--- src/shared/sperr_pkg.sv ---
`default_nettype none
package sperr_pkg;
  // wishbone word offsets (byte addresses)
  localparam logic [3:0] ADDR_CTRL = 4'h0;
  localparam logic [3:0] ADDR_STAT = 4'h4;
  // control field positions
  localparam int CTRL_SEL = 0;
  localparam int CTRL_VAL = 1;
  localparam int CTRL_LIM = 2;
  localparam logic [2:0] CTRL_RESET = 3'h2;
  // status field positions
  localparam int STAT_ERR = 0;
  localparam int STAT_LOCK = 1;
  localparam int STAT_NPCM = 2;
  localparam int STAT_EMPH = 3;
  localparam int STAT_OSC = 4;
  localparam int STAT_RUN = 8;
  // parity run limits
  localparam logic [3:0] RUN_LONG = 4'h9;
  localparam logic [3:0] RUN_SHORT = 4'h8;
  // hold window in ms and its default length in frames at 48 kHz (32 ms)
  localparam int HOLD_MS_MIN = 15;
  localparam int HOLD_MS_MAX = 50;
  localparam int HOLD_FRAMES = 1536;
  // clock and oscillator word clock
  localparam int CLK_MHZ = 100;
  localparam int OSC_WORD_KHZ = 48;
  localparam int OSC_DIV = (CLK_MHZ * 1000) / OSC_WORD_KHZ;
  localparam int UNLOCK_WORDS = 16;
  localparam int PRE_TIMEOUT = 2048;
  localparam int CS_BITS = 192;
endpackage
`default_nettype wire

--- src/sperr_top.sv ---
`timescale 1ns/1ps
`default_nettype none
// Functional notes
// RQ1: error output goes high on lock loss or data stream errors.
// RQ2: modulation violation or missing preambles means unlocked.
// RQ3: after lock error, error stays high a 15-50 ms hold once valid.
// RQ4: error output changes only on frame clock ticks.
// RQ5: each subframe parity is checked; failures are parity errors.
// RQ6: nine or more consecutive parity errors raise error with the hold.
// RQ7: short runs pulse error for non-PCM only, not for PCM.
// RQ8: sampling-frequency status bits changing between blocks raises error.
// RQ9: with range limiting, fs calculation mismatch raises error.
// RQ10: short PCM parity runs repeat the previous same-channel sample.
// RQ11: short non-PCM runs pass data; non-PCM taken before errors.
// RQ12: audio output is held low on lock error or long parity run.
// RQ13: short runs output channel status bits from previous block.
// RQ14: lock error or long run forces fs, status and sub-code low.
// RQ15: locked state entered once B, M and W preambles all seen.
// RQ16: audio restarts at first frame tick after error falls.
// RQ17: non-PCM pin follows status bit 1.
// RQ18: emphasis pin high for 50/15 us pre-emphasis, low otherwise.
// RQ19: user output selects register bit or transition; bit resets to 1.
// RQ20: transition mode holds output high, pulses low on clock switch.
// RQ21: lock-in pulse starts on oscillator word tick, ends as error falls.
// RQ22: unlock pulse starts as error rises, ends after word count.
// RQ23: fs outside reception range is an error, clocks go to oscillator; the code flags out of range only with range limiting (CTRL_LIM) set.
// RQ24: hold and unlock count are frame/word counters set by parameters.
// RQ25: parity run counter clears on every good-parity subframe.
module sperr_top #(
  parameter int HOLD_LEN = sperr_pkg::HOLD_FRAMES,
  parameter int OSC_DIV = sperr_pkg::OSC_DIV,
  parameter int UNLOCK_LEN = sperr_pkg::UNLOCK_WORDS,
  parameter int PRE_GAP = sperr_pkg::PRE_TIMEOUT
) (
  input wire logic clk_i, // 100 MHz
  input wire logic rst_i, // sync, high
  input wire logic [3:0] wb_adr_i, // byte address
  input wire logic [31:0] wb_dat_i, // write data
  input wire logic [3:0] wb_sel_i, // byte enables
  input wire logic wb_we_i, // write
  input wire logic wb_cyc_i, // cycle
  input wire logic wb_stb_i, // strobe
  output logic [31:0] wb_dat_o, // read data
  output logic wb_ack_o, // ack
  input wire logic frame_clock_i, // frame tick pulse
  input wire logic bmc_viol_i, // modulation violation
  input wire logic pre_b_i, // preamble b seen
  input wire logic pre_m_i, // preamble m seen
  input wire logic pre_w_i, // preamble w seen
  input wire logic sub_valid_i, // subframe strobe
  input wire logic sub_right_i, // subframe is right
  input wire logic sub_parity_i, // parity bit received
  input wire logic [27:0] sub_bits_i, // bits covered by parity
  input wire logic [7:0] cs_idx_i, // status bit index
  input wire logic cs_block_i, // block end strobe
  input wire logic [3:0] cs_fs_i, // status bits 24..27
  input wire logic cs_npcm_i, // status bit 1
  input wire logic cs_emph_i, // status emphasis
  input wire logic fs_valid_i, // fs calc strobe
  input wire logic [3:0] fs_calc_i, // fs calc result
  input wire logic fs_in_range_i, // fs inside range
  output logic error_o, // error flag
  output logic locked_o, // lock state
  output logic [23:0] audio_data_out_o, // audio sample
  output logic audio_valid_o, // sample strobe
  output logic audio_right_o, // sample channel
  output logic cs_bit_o, // status bit out
  output logic [3:0] fs_out_o, // fs result out
  output logic subq_en_o, // sub-code enable
  output logic npcm_o, // non-pcm pin
  output logic emph_o, // emphasis pin
  output logic osc_src_o, // clocks from oscillator
  output logic user_port_out_o // user pin
);
  typedef enum logic [3:0] {
    SP_IDLE = 4'b0001,
    SP_WAIT = 4'b0010,
    SP_IN = 4'b0100,
    SP_OUT = 4'b1000
  } sperr_tp_t;

  sperr_tp_t tp_reg, tp_next;
  logic [2:0] ctrl_reg;
  logic ack_reg;
  logic [31:0] rdat_reg;
  logic lock_reg, err_reg, short_reg, outen_reg;
  logic [2:0] seen_reg;
  logic [3:0] run_reg, run_next;
  logic [15:0] hold_reg;
  logic [15:0] gap_reg;
  logic [15:0] div_reg;
  logic [15:0] word_reg;
  logic [3:0] csfs_reg, fsprev_reg, fsout_reg;
  logic npcm_reg, npcm_lat, emph_reg, upo_reg, csb_reg, subq_reg;
  logic [23:0] prev_l, prev_r, aud_reg;
  logic aval_reg, aright_reg;
  logic cs_mem [0:sperr_pkg::CS_BITS-1];

  function automatic logic odd_parity(input logic [27:0] b, input logic p);
    return ^{b, p};
  endfunction

  wire bus_req = wb_cyc_i & wb_stb_i & ~ack_reg;
  wire ctrl_hit = wb_adr_i == sperr_pkg::ADDR_CTRL;
  wire stat_hit = wb_adr_i == sperr_pkg::ADDR_STAT;
  wire ctrl_wr = bus_req & wb_we_i & ctrl_hit & wb_sel_i[0];
  wire sel_tp = ctrl_reg[sperr_pkg::CTRL_SEL];
  wire lim_en = ctrl_reg[sperr_pkg::CTRL_LIM];
  wire osc_tick = div_reg == 16'(OSC_DIV - 1);
  wire par_err = sub_valid_i & odd_parity(sub_bits_i, sub_parity_i); // see RQ5
  wire gap_out = gap_reg >= 16'(PRE_GAP);
  wire lose_lock = lock_reg & (bmc_viol_i | gap_out); // see RQ2
  wire all_seen = &seen_reg; // see RQ15
  wire run_long = run_reg >= sperr_pkg::RUN_LONG;
  // the ninth bad subframe itself already belongs to the long run
  wire run_hit = par_err & (run_reg >= sperr_pkg::RUN_SHORT); // see RQ12
  wire out_rng = lim_en & fs_valid_i & ~fs_in_range_i; // see RQ23
  wire cs_chg = lock_reg & cs_block_i & (cs_fs_i != csfs_reg); // see RQ8
  wire fs_chg = lim_en & fs_valid_i & (fs_calc_i != fsprev_reg); // see RQ9
  wire hard_err = ~lock_reg | run_long; // see RQ1
  wire cause = hard_err | out_rng | cs_chg | fs_chg;
  wire err_next = hard_err | (hold_reg != 16'h0) | short_reg; // see RQ3
  wire err_rise = frame_clock_i & ~err_reg & err_next;
  wire err_fall = frame_clock_i & err_reg & ~err_next;
  wire mute = hard_err | run_hit | ~outen_reg; // see RQ12
  wire repeat_pcm = par_err & ~npcm_lat & ~run_hit & ~run_long; // see RQ10
  wire [23:0] prev_same = sub_right_i ? prev_r : prev_l;
  wire [23:0] aud_next = mute ? 24'h0 : (repeat_pcm ? prev_same : sub_bits_i[23:0]);
  wire cs_in = sub_bits_i[26];
  wire cs_next = (hard_err | run_hit) ? 1'b0 : (par_err ? cs_mem[cs_idx_i] : cs_in); // see RQ13
  wire [31:0] stat_word = {20'h0, run_reg, 3'h0, osc_src_o, emph_reg, npcm_reg,
                           lock_reg, err_reg};
  wire [31:0] rd_word = ctrl_hit ? {29'h0, ctrl_reg} : (stat_hit ? stat_word : 32'h0);

  // parity run saturates at the long limit
  always_comb begin
    run_next = run_reg;
    if (sub_valid_i) begin
      if (!par_err) begin
        run_next = 4'h0; // see RQ25
      end else if (!run_long) begin
        run_next = run_reg + 4'h1;
      end
    end
  end

  always_comb begin
    tp_next = tp_reg;
    unique case (tp_reg)
      SP_IDLE: begin
        // lock may come back while the unlock pulse runs, so wait on lock with error high
        if (err_rise) begin
          tp_next = SP_OUT; // see RQ22
        end else if (lock_reg & err_reg) begin
          tp_next = SP_WAIT;
        end
      end
      SP_WAIT: begin
        if (osc_tick) begin
          tp_next = SP_IN; // see RQ21
        end
      end
      SP_IN: begin
        if (err_fall) begin
          tp_next = SP_IDLE; // see RQ21
        end else if (~lock_reg) begin
          tp_next = SP_OUT;
        end
      end
      SP_OUT: begin
        if (osc_tick & (word_reg == 16'(UNLOCK_LEN - 1))) begin
          tp_next = SP_IDLE; // see RQ24
        end
      end
    endcase
  end

  always_ff @(posedge clk_i) begin
    if (rst_i) begin
      ctrl_reg <= sperr_pkg::CTRL_RESET; // see RQ19
      ack_reg <= 1'b0;
      rdat_reg <= 32'h0;
    end else begin
      ack_reg <= bus_req;
      if (bus_req) begin
        rdat_reg <= rd_word;
      end
      if (ctrl_wr) begin
        ctrl_reg <= wb_dat_i[2:0];
      end
    end
  end

  always_ff @(posedge clk_i) begin
    if (rst_i) begin
      lock_reg <= 1'b0;
      seen_reg <= 3'h0;
      gap_reg <= 16'h0;
    end else begin
      gap_reg <= (pre_b_i | pre_m_i | pre_w_i | ~lock_reg) ? 16'h0 : gap_reg + 16'h1;
      if (lose_lock) begin
        lock_reg <= 1'b0;
        seen_reg <= 3'h0;
      end else if (!lock_reg) begin
        seen_reg <= seen_reg | {pre_w_i, pre_m_i, pre_b_i};
        if (all_seen) begin
          lock_reg <= 1'b1; // see RQ15
        end
      end
    end
  end

  // hold counts frames; any cause reloads it so the hold runs from recovery
  always_ff @(posedge clk_i) begin
    if (rst_i) begin
      hold_reg <= 16'h0;
      err_reg <= 1'b1;
      short_reg <= 1'b0;
      outen_reg <= 1'b0;
      run_reg <= 4'h0;
    end else begin
      run_reg <= run_next;
      if (cause) begin
        hold_reg <= 16'(HOLD_LEN); // see RQ6
      end else if (frame_clock_i && hold_reg != 16'h0) begin
        hold_reg <= hold_reg - 16'h1; // see RQ24
      end
      if (par_err & npcm_lat & ~run_long) begin
        short_reg <= 1'b1; // see RQ7
      end else if (frame_clock_i) begin
        short_reg <= 1'b0;
      end
      if (frame_clock_i) begin
        err_reg <= err_next; // see RQ4
        outen_reg <= ~err_reg & ~hard_err; // see RQ16
      end else if (hard_err) begin
        outen_reg <= 1'b0;
      end
    end
  end

  always_ff @(posedge clk_i) begin
    if (rst_i) begin
      csfs_reg <= 4'h0;
      fsprev_reg <= 4'h0;
      fsout_reg <= 4'h0;
      npcm_reg <= 1'b0;
      npcm_lat <= 1'b0;
      emph_reg <= 1'b0;
      subq_reg <= 1'b0;
    end else begin
      if (cs_block_i) begin
        csfs_reg <= cs_fs_i;
        npcm_reg <= cs_npcm_i; // see RQ17
        emph_reg <= cs_emph_i; // see RQ18
      end
      // latch only while parity is clean so a run keeps the earlier verdict
      if (cs_block_i && run_reg == 4'h0) begin
        npcm_lat <= cs_npcm_i; // see RQ11
      end
      if (fs_valid_i) begin
        fsprev_reg <= fs_calc_i;
      end
      fsout_reg <= hard_err ? 4'h0 : fsprev_reg; // see RQ14
      subq_reg <= ~hard_err; // see RQ14
    end
  end

  always_ff @(posedge clk_i) begin
    if (sub_valid_i & ~par_err) begin
      cs_mem[cs_idx_i] <= cs_in;
    end
  end

  always_ff @(posedge clk_i) begin
    if (rst_i) begin
      prev_l <= 24'h0;
      prev_r <= 24'h0;
      aud_reg <= 24'h0;
      aval_reg <= 1'b0;
      aright_reg <= 1'b0;
      csb_reg <= 1'b0;
    end else begin
      aval_reg <= sub_valid_i;
      if (sub_valid_i) begin
        aud_reg <= aud_next;
        aright_reg <= sub_right_i;
        csb_reg <= cs_next;
        if (sub_right_i) begin
          prev_r <= aud_next;
        end else begin
          prev_l <= aud_next;
        end
      end
    end
  end

  always_ff @(posedge clk_i) begin
    if (rst_i) begin
      tp_reg <= SP_IDLE;
      div_reg <= 16'h0;
      word_reg <= 16'h0;
      upo_reg <= 1'b1;
    end else begin
      tp_reg <= tp_next;
      div_reg <= osc_tick ? 16'h0 : div_reg + 16'h1;
      if (tp_reg != SP_OUT) begin
        word_reg <= 16'h0;
      end else if (osc_tick) begin
        word_reg <= word_reg + 16'h1;
      end
      // register mode follows the bit; transition mode is low in a pulse
      upo_reg <= sel_tp ? ~(tp_next == SP_IN || tp_next == SP_OUT)
                        : ctrl_reg[sperr_pkg::CTRL_VAL]; // see RQ20
    end
  end

  assign wb_ack_o = ack_reg;
  assign wb_dat_o = rdat_reg;
  assign error_o = err_reg;
  assign locked_o = lock_reg;
  assign audio_data_out_o = aud_reg;
  assign audio_valid_o = aval_reg;
  assign audio_right_o = aright_reg;
  assign cs_bit_o = csb_reg;
  assign fs_out_o = fsout_reg;
  assign subq_en_o = subq_reg;
  assign npcm_o = npcm_reg;
  assign emph_o = emph_reg;
  assign osc_src_o = err_reg; // see RQ23
  assign user_port_out_o = upo_reg;
endmodule
`default_nettype wire

--- config.mk ---
export PLATFORM = sky130hd
export DESIGN_NAME = sperr_top
export DESIGN_NICKNAME = d
export VERILOG_FILES = /design/src/shared/sperr_pkg.sv /design/src/sperr_top.sv
export SDC_FILE = /design/constraint.sdc
export NUM_CORES = 1
export LEC_CHECK = 0
export CAP_MARGIN = 40
export CORE_ASPECT_RATIO = 1.5
export CORE_MARGIN = 5
export CORE_UTILIZATION = 55
export CTS_BUF_LIST = sky130_fd_sc_hd__clkbuf_8 sky130_fd_sc_hd__clkbuf_16
export DETAILED_ROUTE_END_ITERATION = 7
export DONT_BUFFER_PORTS = 1
export PLACE_DENSITY = 0.69
export SLEW_MARGIN = 20
export SYNTH_ARGS = -nofsm -noshare
export SYNTH_HDL_FRONTEND = slang
export SYNTH_SLANG_ARGS = --single-unit
--- constraint.sdc ---
create_clock -name clk_i -period 3.92 [get_ports clk_i]
set_input_delay 0.392 -clock clk_i [delete_from_list [all_inputs] [get_ports clk_i]]
set_output_delay 0.392 -clock clk_i [all_outputs]
set_load 0.03 [all_outputs]
==> metrics.csv, run 1 <==
metric,value,unit
criticalPathCategory,reg -> reg,
syn2layout_area_growth,9.68,%
synth.top_cell.area_share,34.9,%
core_area,29600,um2
slew_violations,0,
cts_tree,yes,
grt_pass1_vias,11000,
grt-ovfl-total,0,
postCtsSetupBuffers,0,
wire_per_inst,19.8,um
worstSkewPairLatency,0.53,ns
fin_ws,0.798,ns
slowest_stage,or3b_2,
gp_routability_congestion,0.811,
relSlewSlack,45.1,%
firstDrtPassIters,5,
cts-buffers-inserted,36,
dpl.hpwl,22.6,mm
drt_iter0_markers,759,
final_nets,1563,
fmax,0.320,GHz
final_common_cell,nor2_1,
p_leak,6.18,nW
pre_cts_ws,0.480,ns
synth_area_leaders,"edfxtp_1 35%, dfxtp_1 22%, nor2_1 6.8%, mux4_2 6.0%, mux2i_1 3.3%",
die_w,151,um
fill_cells,2384,
period_minus_slack,3.12,ns
period_share,79.6,%
cts_resized,0,
avgSynthCellArea,11.2,um2
arrival,3.58,ns
antenna_left,0,
tns,0,ns
cts_root_buffer,clkbuf_16,
place_area,16600,um2
antenna_found_initial,0,
ys_seq_elements,376,
maxCapViolCount,0,
synth_cells,1468,
multi_input_area,6520,um2
status,"finished, final reports clean",
diodes,0,
ir_worst_vdd,0.409,mV
drc,0,
async_flop_share,0,%
placementRows,77,
htree_levels,2,
finalSetupViolations,0,
cts_sinks,376,
synth.distinct_cells,70,
synth_edf_count,192,
finalInstanceArea,18100,um2
rsz0062_at_grt,false,
finalClockSkew,0.0160,ns
io_pins,173,
wirelength,37.0,mm
die-area,33700,um2
cpPeakStageDelay,0.49,ns
clk_pin_slew_worst_paths,0.06,ns
initial_utilization,55.8,%
ff_latch_area,9450,um2
ys_seq_area_share,57.2,%
vias_per_cell,5.81,
fp.dieH,222,um
num_vias,10900,
grt_use_total,21.9,%
port_buffers,0,
required,4.38,ns
worst_setup_path_end_kind,register,
clockBufferDepth,3,
finalHoldViolations,0,
ys_dominant_reg_cell,edfxtp_1,
cts_hold_buffers,27,
crit_chain,inv_1 > ha_1 > or3b_2 > a21o_1 > nor2_1 > nand2_1 > a2111oi_4 > buf_4 > a22o_1,
p_per_area,473,nW/um2
top_register,cs_mem,
worstPathMaxFanout,24,
hold_class,in -> reg,
drive_gt1_share,10.4,%
largest_reg_flops,192,
worstMarginPinSlew,0.822,ns
ys_warn_count,0,
layout_common_cells,"301 x nor2_1, 192 x edfxtp_1, 184 x dfxtp_1",
grt_max_degree,193,
synth_area_leader_cell,edfxtp_1,
worstSetupStartpointType,register,
syn_area,16500,um2
grt_pass1_wl,58.2,mm
[worst paths after layout]
check / startpoint / end / slack, ns / cells past startpoint
worst max register to register: run_reg[1] / prev_l[19] / 0.80 / 9
worst min register to register: prev_r[11] / prev_r[11] / 0.45 / 2
worst min-delay path: cs_npcm_i / npcm_o / 0.02 / 2
worst max-delay path: run_reg[1] / prev_l[19] / 0.80 / 9
[power by group]
group          switching [mW]  internal (mW)  total [mW]
clock                    1.45           1.95        3.40
combinational           0.551          0.403       0.954
sequential             0.0409           4.17        4.21
[synth_stat cells (3+ instances only)]
library cell and count:
o2111ai_1 4, nor4b_1 4, nand4_1 13, a22o_1 24, nor4_1 9, mux2i_1 55
and4_1 4, a211oi_1 4, clkbuf_1 72, and2_1 7, or3_1 6, nand3_1 40
and3_1 10, nor2b_1 13, xnor2_1 40, o21ai_0 66, xnor3_1 3, nor4bb_1 3
dfxtp_1 184, xor2_1 44, ha_1 11, nor2_1 301, nand2_1 114, buf_2 16
nand3b_1 3, a22oi_1 5, nand2b_1 3, a2111oi_0 3, mux4_2 44, nor3_1 15
a221oi_1 4, inv_1 17, buf_1 3, mux2_2 27, buf_4 27, a21oi_1 32
or4_1 3, edfxtp_1 192
[layout make-up]
class                      instances  share of cell area, %
clock buffer                      42                   5.49
clock inverter                    21                  0.871
inverter                          18                  0.373
multi-input combinational        978                   36.0
sequential                       376                   52.2
tap                              395                   2.73
timing repair buffer              40                   2.34
[stage by stage]
step / hold slack [ns] / power [mW] / std cells / util [%]
after CTS: 0.00118 / 8.63 / 1869 / 61.2
final: 0.0186 / 8.56 / 1870 / 61.2
after global routing: 0.0100 / 8.86 / 1870 / 61.2
after global placement: 0.429 / 5.17 / 1777 / 56.2
after detailed placement: 0.441 / 5.19 / 1779 / 56.3
after floorplan: 0.420 / 5.07 / 1490 / -
[cell families (layout without fill, tap and decap cells)]
kind of cell	Yosys count	after routing	share of synthesized area (%)
other	1	23	0.0227
flip-flops	376	376	57.2
buffers and inverters	136	121	3.83
XOR/XNOR	87	87	4.87
AO/OA/AOI/OAI	170	170	6.81
AND/OR/NAND/NOR	561	561	15.2
multiplexers	126	126	11.2
adder cells (fa/ha/maj)	11	11	0.834
[worst max-delay path, delay by kind of cell, from the launching register on]
family                     cells  cell delay [ns]
adders and majority gates      1             0.18
AOI/OAI and AO/OA              3             0.80
DFF                            1             0.41
and+or+nand+nor                3             1.21
buffers and inverters          2             0.45
[metal layers]
metal | part of all wire [%] | wire length (um) | track usage [%]
met1 | 39 | 14400 | 26.2
met2 | 53 | 19600 | 39.9
met4 | 2.3 | 838 | 6.21
met3 | 5.9 | 2160 | 3.87
met5 | 0 | 0 | 0
(Power assumes the default switching activity.)
==> inputs of run 2 (changes only) <==
--- a/config.mk
+++ b/config.mk
@@ -5,6 +5,7 @@
 export SDC_FILE = /design/constraint.sdc
 export NUM_CORES = 1
 export LEC_CHECK = 0
+export ABC_AREA = 1
 export CAP_MARGIN = 40
 export CORE_ASPECT_RATIO = 1.5
 export CORE_MARGIN = 5
==> constraint.sdc (replaced) <==
create_clock -name clk_i -period 2.9 [get_ports clk_i]
set_input_delay 0.29 -clock clk_i [delete_from_list [all_inputs] [get_ports clk_i]]
set_output_delay 0.29 -clock clk_i [all_outputs]
set_load 0.03 [all_outputs]
==> run 2 against run 1 <==
- count of clock-buffer cells in the layout grew 1
- combinational power rose by 8%
- synthesized area is 7.7% higher
- register-to-register slack got worse by 0.17 ns
- wire length is 16% higher
- core utilization grew 0.057 points
==> metrics.csv, run 2 <==
metric,value,unit
largest_reg_flops,192,
fp.dieH,230,um
die_w,157,um
ys_warn_count,0,
cts_root_buffer,clkbuf_16,
fill_cells,2790,
ys_seq_elements,376,
port_buffers,0,
syn_area,17800,um2
place_area,18000,um2
gp_routability_congestion,0.871,
fmax,0.435,GHz
synth.top_cell.area_share,32.4,%
critPathBufInv,3,
power.internal,8.72,mW
arrival,2.72,ns
antenna_found_initial,0,
die-area,36100,um2
synth_cells,2278,
p_per_area,591,nW/um2
finalInstanceArea,19500,um2
drc,0,
cts_tree,yes,
relSlewSlack,50.8,%
grt-ovfl-total,0,
grt_use_total,23.6,%
worstPathMaxFanout,44,
core_area,31800,um2
finalHoldViolations,0,
ir_worst_vdd,0.528,mV
worst_setup_path_end_kind,register,
startpoint,cs_idx_i[1],
power_switching,2.81,mW
syn2layout_area_growth,9.72,%
whs,0.0454,ns
required,3.32,ns
fin_ws,0.599,ns
dpl.hpwl,26.6,mm
cts_resized,0,
vias_per_cell,5.31,
wire_per_inst,15.9,um
worstSkewPairLatency,0.53,ns
grt_pass1_wl,69.4,mm
firstDrtPassIters,5,
grt_pass1_vias,14100,
synth.distinct_cells,41,
synthMostInstantiatedCell,nand2_1,
clk_pin_slew_worst_paths,0.07,ns
rsz0062_at_grt,false,
reg2reg_depth,12,
layout_common_cells,"833 x nand2_1, 355 x nor2_1, 192 x edfxtp_1",
drt_iter0_markers,926,
synth_edf_count,192,
drive_gt1_share,4.43,%
diodes,0,
avgSynthCellArea,7.80,um2
p_comb_share,8.9,%
initial_utilization,55.8,%
rr_endpoint,div_reg[14],
num_vias,14400,
htree_levels,2,
synth_area_leader_cell,edfxtp_1,
maxCapViolCount,0,
clkPwrFrac,41.0,%
criticalPathCategory,in -> reg,
cp_top_family,simple AND/OR/NAND/NOR gates,
slowest_stage,dlygate4sd3_1,
final_nets,2386,
worstSetupEndpoint,cs_bit_o,
crit_chain,inv_1 > nor2_1 > buf_4 > nand2_1 > nand3_1 > nand2_1 > nand2_1 > nor2_1 > nor2_1 > nor2_1 > nand2_1 > nand2_1 > nand4_1 > nand3_1 > a21oi_1 > dlygate4sd3_1,
yosys-top-cells-count,"833 x nand2_1, 355 x nor2_1, 192 x edfxtp_1",
finalSetupViolations,0,
cp_common_cell,nand2_1,
cpPeakStageDelay,0.58,ns
grt_max_degree,193,
worst-r2r-setup-slack,0.63,ns
pre_cts_ws,0.469,ns
antenna_left,0,
async_flop_share,0,%
hold_class,in -> reg,
netSwitchingFraction,24.4,%
p_leak,7.81,nW
period_minus_slack,2.30,ns
finalClockSkew,0.0147,ns
placementRows,80,
worstMarginPinSlew,0.735,ns
clockBufferDepth,3,
tns,0,ns
cts-buffers-inserted,36,
worstSetupStartpointType,input port,
slew_violations,0,
timing.rr.start,div_reg[0],
period_share,79.3,%
cts_sinks,376,
top_register,cs_mem,
io_pins,173,
wirelength,43.0,mm
final_common_cell,nand2_1,
seq_power_share,50.0,%
dp.cells,2617,
ys_seq_area_share,53.2,%
crit_cells,16,
fin_cells,2710,
status,"finished, final reports clean",
synth_area_leaders,"edfxtp_1 32%, dfxtp_1 21%, nand2_1 18%, nor2_1 7.5%, a21oi_1 2.7%",
ys_dominant_reg_cell,edfxtp_1,
## run 2: changes by cell type after synthesis, moves of 34 or more
cell / change
nand3_1: +34
nand2_1: +719
inv_1: +111
mux4_2: -44
a21oi_1: +64
nor2_1: +54
mux2i_1: -55
## run 2: layout make-up
| cell class | instances | area, um2 | share of cell area (%) |
|---|---|---|---|
| timing repair buffer | 55 | 536 | 2.75 |
| sequential | 376 | 9450 | 48.4 |
| clock inverter | 22 | 181 | 0.930 |
| tap | 410 | 513 | 2.63 |
| clock buffer | 43 | 1010 | 5.17 |
| multi-input combinational | 1671 | 7320 | 37.5 |
| inverter | 133 | 499 | 2.56 |
## run 2: power by group through the flow
stage	Clock, mW	Combinational [mW]	Sequential (mW)
4_1_cts	4.82	1.02	5.77
3_3_place_gp	0	0.922	5.88
5_1_grt	5.04	1.15	5.78
2_1_floorplan	0	0.775	5.87
3_5_place_dp	0	0.935	5.88
6_report	4.73	1.03	5.77
## run 2: what timing repair did
action                                 in CTS  in global routing
endpoints found under the hold margin     254                  0
buffers inserted                            0                  0
hold buffers                               28                  0
## run 2: cells by family after synthesis
group,after synthesis,share of synthesized area [%]
compound gates,237,7.03
buf+inv,253,6.17
flops,376,53.2
xor+xnor,52,2.56
fa+ha+maj,11,0.774
other cells,1,0.0211
simple gates,1348,30.3
## run 2: worst min-delay path by stage
stage,start,to,slack (ns),depth (start not counted)
after detailed placement,rst_i,cs_bit_o,0.37,1
after global placement,rst_i,cs_bit_o,0.36,1
after floorplan,sub_bits_i[26],cs_mem[0],0.39,0
after CTS,cs_block_i,emph_o,0.005,2
after global routing,sub_bits_i[23],audio_data_out_o[23],0.04,4
final,cs_block_i,emph_o,0.05,2
## run 2: worst register-to-register path, delay by kind of cell (launching register included)
kind | cells | cell delay (ns)
AND/OR/NAND/NOR | 8 | 1.36
flip-flops | 1 | 0.37
adder cells (fa/ha/maj) | 1 | 0.19
AO/OA/AOI/OAI | 2 | 0.19
buffers and inverters | 1 | 0.06
## run 2: stage by stage
| step | utilization, % | power (mW) |
|---|---|---|
| 6_report | 61.3 | 11.5 |
| 5_1_grt | 61.3 | 12.0 |
| 4_1_cts | 61.3 | 11.6 |
| 3_5_place_dp | 56.6 | 6.82 |
| 3_3_place_gp | 56.6 | 6.80 |
| 2_1_floorplan | - | 6.65 |
## run 2: per-layer routing
| layer | part of all wire (%) | up-vias | track usage, % |
|---|---|---|---|
| met5 | 0 | - | 0 |
| met4 | 3.0 | 0 | 8.14 |
| met3 | 7.0 | 77 | 4.76 |
| met2 | 52 | 389 | 43.6 |
| met1 | 38 | 6673 | 26.8 |
| li1 | - | 7262 | - |
==> inputs of run 3 (changes only) <==
--- a/config.mk
+++ b/config.mk
@@ -13,7 +13,7 @@
 export CTS_BUF_LIST = sky130_fd_sc_hd__clkbuf_8 sky130_fd_sc_hd__clkbuf_16
 export DETAILED_ROUTE_END_ITERATION = 7
 export DONT_BUFFER_PORTS = 1
-export PLACE_DENSITY = 0.69
+export PLACE_DENSITY = 0.72
 export SLEW_MARGIN = 20
 export SYNTH_ARGS = -nofsm -noshare
 export SYNTH_HDL_FRONTEND = slang
==> constraint.sdc (replaced) <==
create_clock -name clk_i -period 1.8 [get_ports clk_i]
set_input_delay 0.18 -clock clk_i [delete_from_list [all_inputs] [get_ports clk_i]]
set_output_delay 0.18 -clock clk_i [all_outputs]
set_load 0.03 [all_outputs]
==> run 3 against run 2 <==
- the flow now finishes with violations (negative hold slack, negative setup slack)
- count of clock-buffer cells in the layout shrank 4
- combinational power grew 110%
- via count rose by 13%
- non-clock buffer count rose by 204
- core utilization rose by 9.3 points
- cell area up 15%
- die area did not move
- sequential power rose by 62%
- clock power up 56%
- sequential share of layout area fell by 6.2 points
- largest cell class unchanged
- largest power group unchanged
==> metrics.csv, run 3 (same netlist as run 2, synthesis figures left out) <==
metric,value,unit
status,"finished, violations left",
violations,"negative hold slack, negative setup slack",
fin_ws,-0.105,ns
worst_setup_path_end_kind,register,
fill_cells,2335,
worstSkewPairLatency,0.53,ns
whs_path_depth,0,
grt_pass1_vias,15700,
p_per_area,841,nW/um2
drive_gt1_share,19.6,%
fp.dieH,230,um
cts_sinks,376,
slew_violations,0,
worstSetupStartpointType,register,
initial_utilization,55.8,%
diodes,0,
wirelength,51.9,mm
whs,-0.245,ns
cts_hold_buffers,73,
die-area,36100,um2
finalClockSkew,0.0183,ns
drt_iter0_markers,1286,
hold_class,in -> reg,
cts_tree,yes,
core_area,31800,um2
tns,-0.492,ns
num_vias,16300,
grt_use_total,26.7,%
maxCapViolCount,0,
period_share,106,%
top_register,cs_mem,
timing.rr.start,div_reg[3],
fmax,0.525,GHz
required,2.19,ns
criticalPathCategory,reg -> reg,
finalPower,18.9,mW
grt_max_degree,197,
antenna_left,0,
ir_worst_vdd,0.924,mV
die_w,157,um
final_nets,2591,
drc,0,
finalSetupViolations,16,
finalHoldViolations,126,
layout_common_cells,"797 x nand2_1, 289 x nor2_1, 192 x edfxtp_1",
cts_root_buffer,clkbuf_16,
p_leak,9.20,nW
rsz0062_at_grt,true,
hp-start,sub_bits_i[26],
port_buffers,0,
placementRows,80,
clk_pin_slew_worst_paths,0.06,ns
htree_levels,2,
grt_pass1_wl,78.2,mm
io_pins,173,
cts-buffers-inserted,36,
arrival,2.29,ns
final_common_cell,nand2_1,
firstDrtPassIters,7,
clockBufferDepth,3,
worstPathMaxFanout,5,
syn2layout_area_growth,26.4,%
dpl.hpwl,29.6,mm
vias_per_cell,5.59,
startpoint,div_reg[3],
relSlewSlack,49.5,%
reg2reg_depth,9,
grt-ovfl-total,0,
largest_reg_flops,192,
worstMarginPinSlew,0.756,ns
utilization,70.6,%
antenna_found_initial,0,
period_minus_slack,1.90,ns
gp_routability_congestion,0.907,
wire_per_inst,17.8,um
==> run 3: changes by cell type in the layout (fill, tap and decap cells not counted), sizes merged <==
cell	before	now
nor2	358	359
bufinv	3	2
buf	29	185
dlygate4sd3	26	72
clkbuf	43	41
clkinvlp	0	4
clkinv	14	12
inv	138	142
==> run 3: final timing paths <==
kind,to,slack (ns)
min reg2reg,user_port_out_o,0.45
min,cs_mem[144],-0.25
max reg2reg,word_reg[13],-0.10
max,word_reg[13],-0.10
==> run 3: layout make-up <==
cell class | instances | area, um2 | share of cell area, %
tap | 410 | 513 | 2.28
sequential | 376 | 9480 | 42.2
multi-input combinational | 1672 | 8420 | 37.4
inverter | 133 | 510 | 2.27
clock inverter | 27 | 190 | 0.846
clock buffer | 39 | 953 | 4.24
timing repair buffer | 259 | 2400 | 10.7
==> run 3: per-layer routing <==
metal  track usage (%)  wire [um]  vias up
met5                 0          0        -
met4              12.3       2670        0
met3              4.63       4110      187
met2              47.7      26800      772
met1              30.6      18300     7664
li1                  -          -     7681
==> run 3: worst max-delay path: stages, from the launching register on <==
cell	delay, ns
dfxtp_2	0.33
inv_4	0.08
nand4_1	0.19
nor4_4	0.33
nand2_4	0.16
buf_6	0.17
nor2_4	0.11
nand4_1	0.12
xor2_1	0.21
nor2_1	0.06
==> run 3: stage by stage <==
stage / setup WS, ns / instance area [um2] / std cells
finish: -0.105 / 22500 / 2916
global route: -0.215 / 22500 / 2916
global placement: -0.322 / 19200 / 2732
detailed placement: -0.439 / 19200 / 2732
CTS: -0.0908 / 21400 / 2891
floorplan: -0.0679 / 18100 / 2300
==> run 3: repair_timing <==
| action | CTS | global route |
|---|---|---|
| buffers inserted | 19 | 25 |
| pin swaps | 22 | 83 |
| cloned | 1 | 2 |
| endpoints found under the hold margin | 301 | 192 |
| resized for setup | 43 | 225 |
| setup endpoints to repair | 104 | 150 |
==> run 3: where the power goes <==
group          internal [mW]  switching, mW
Clock                   4.13           3.26
Sequential              9.12          0.196
Combinational          0.807           1.38
Total                   14.1           4.84
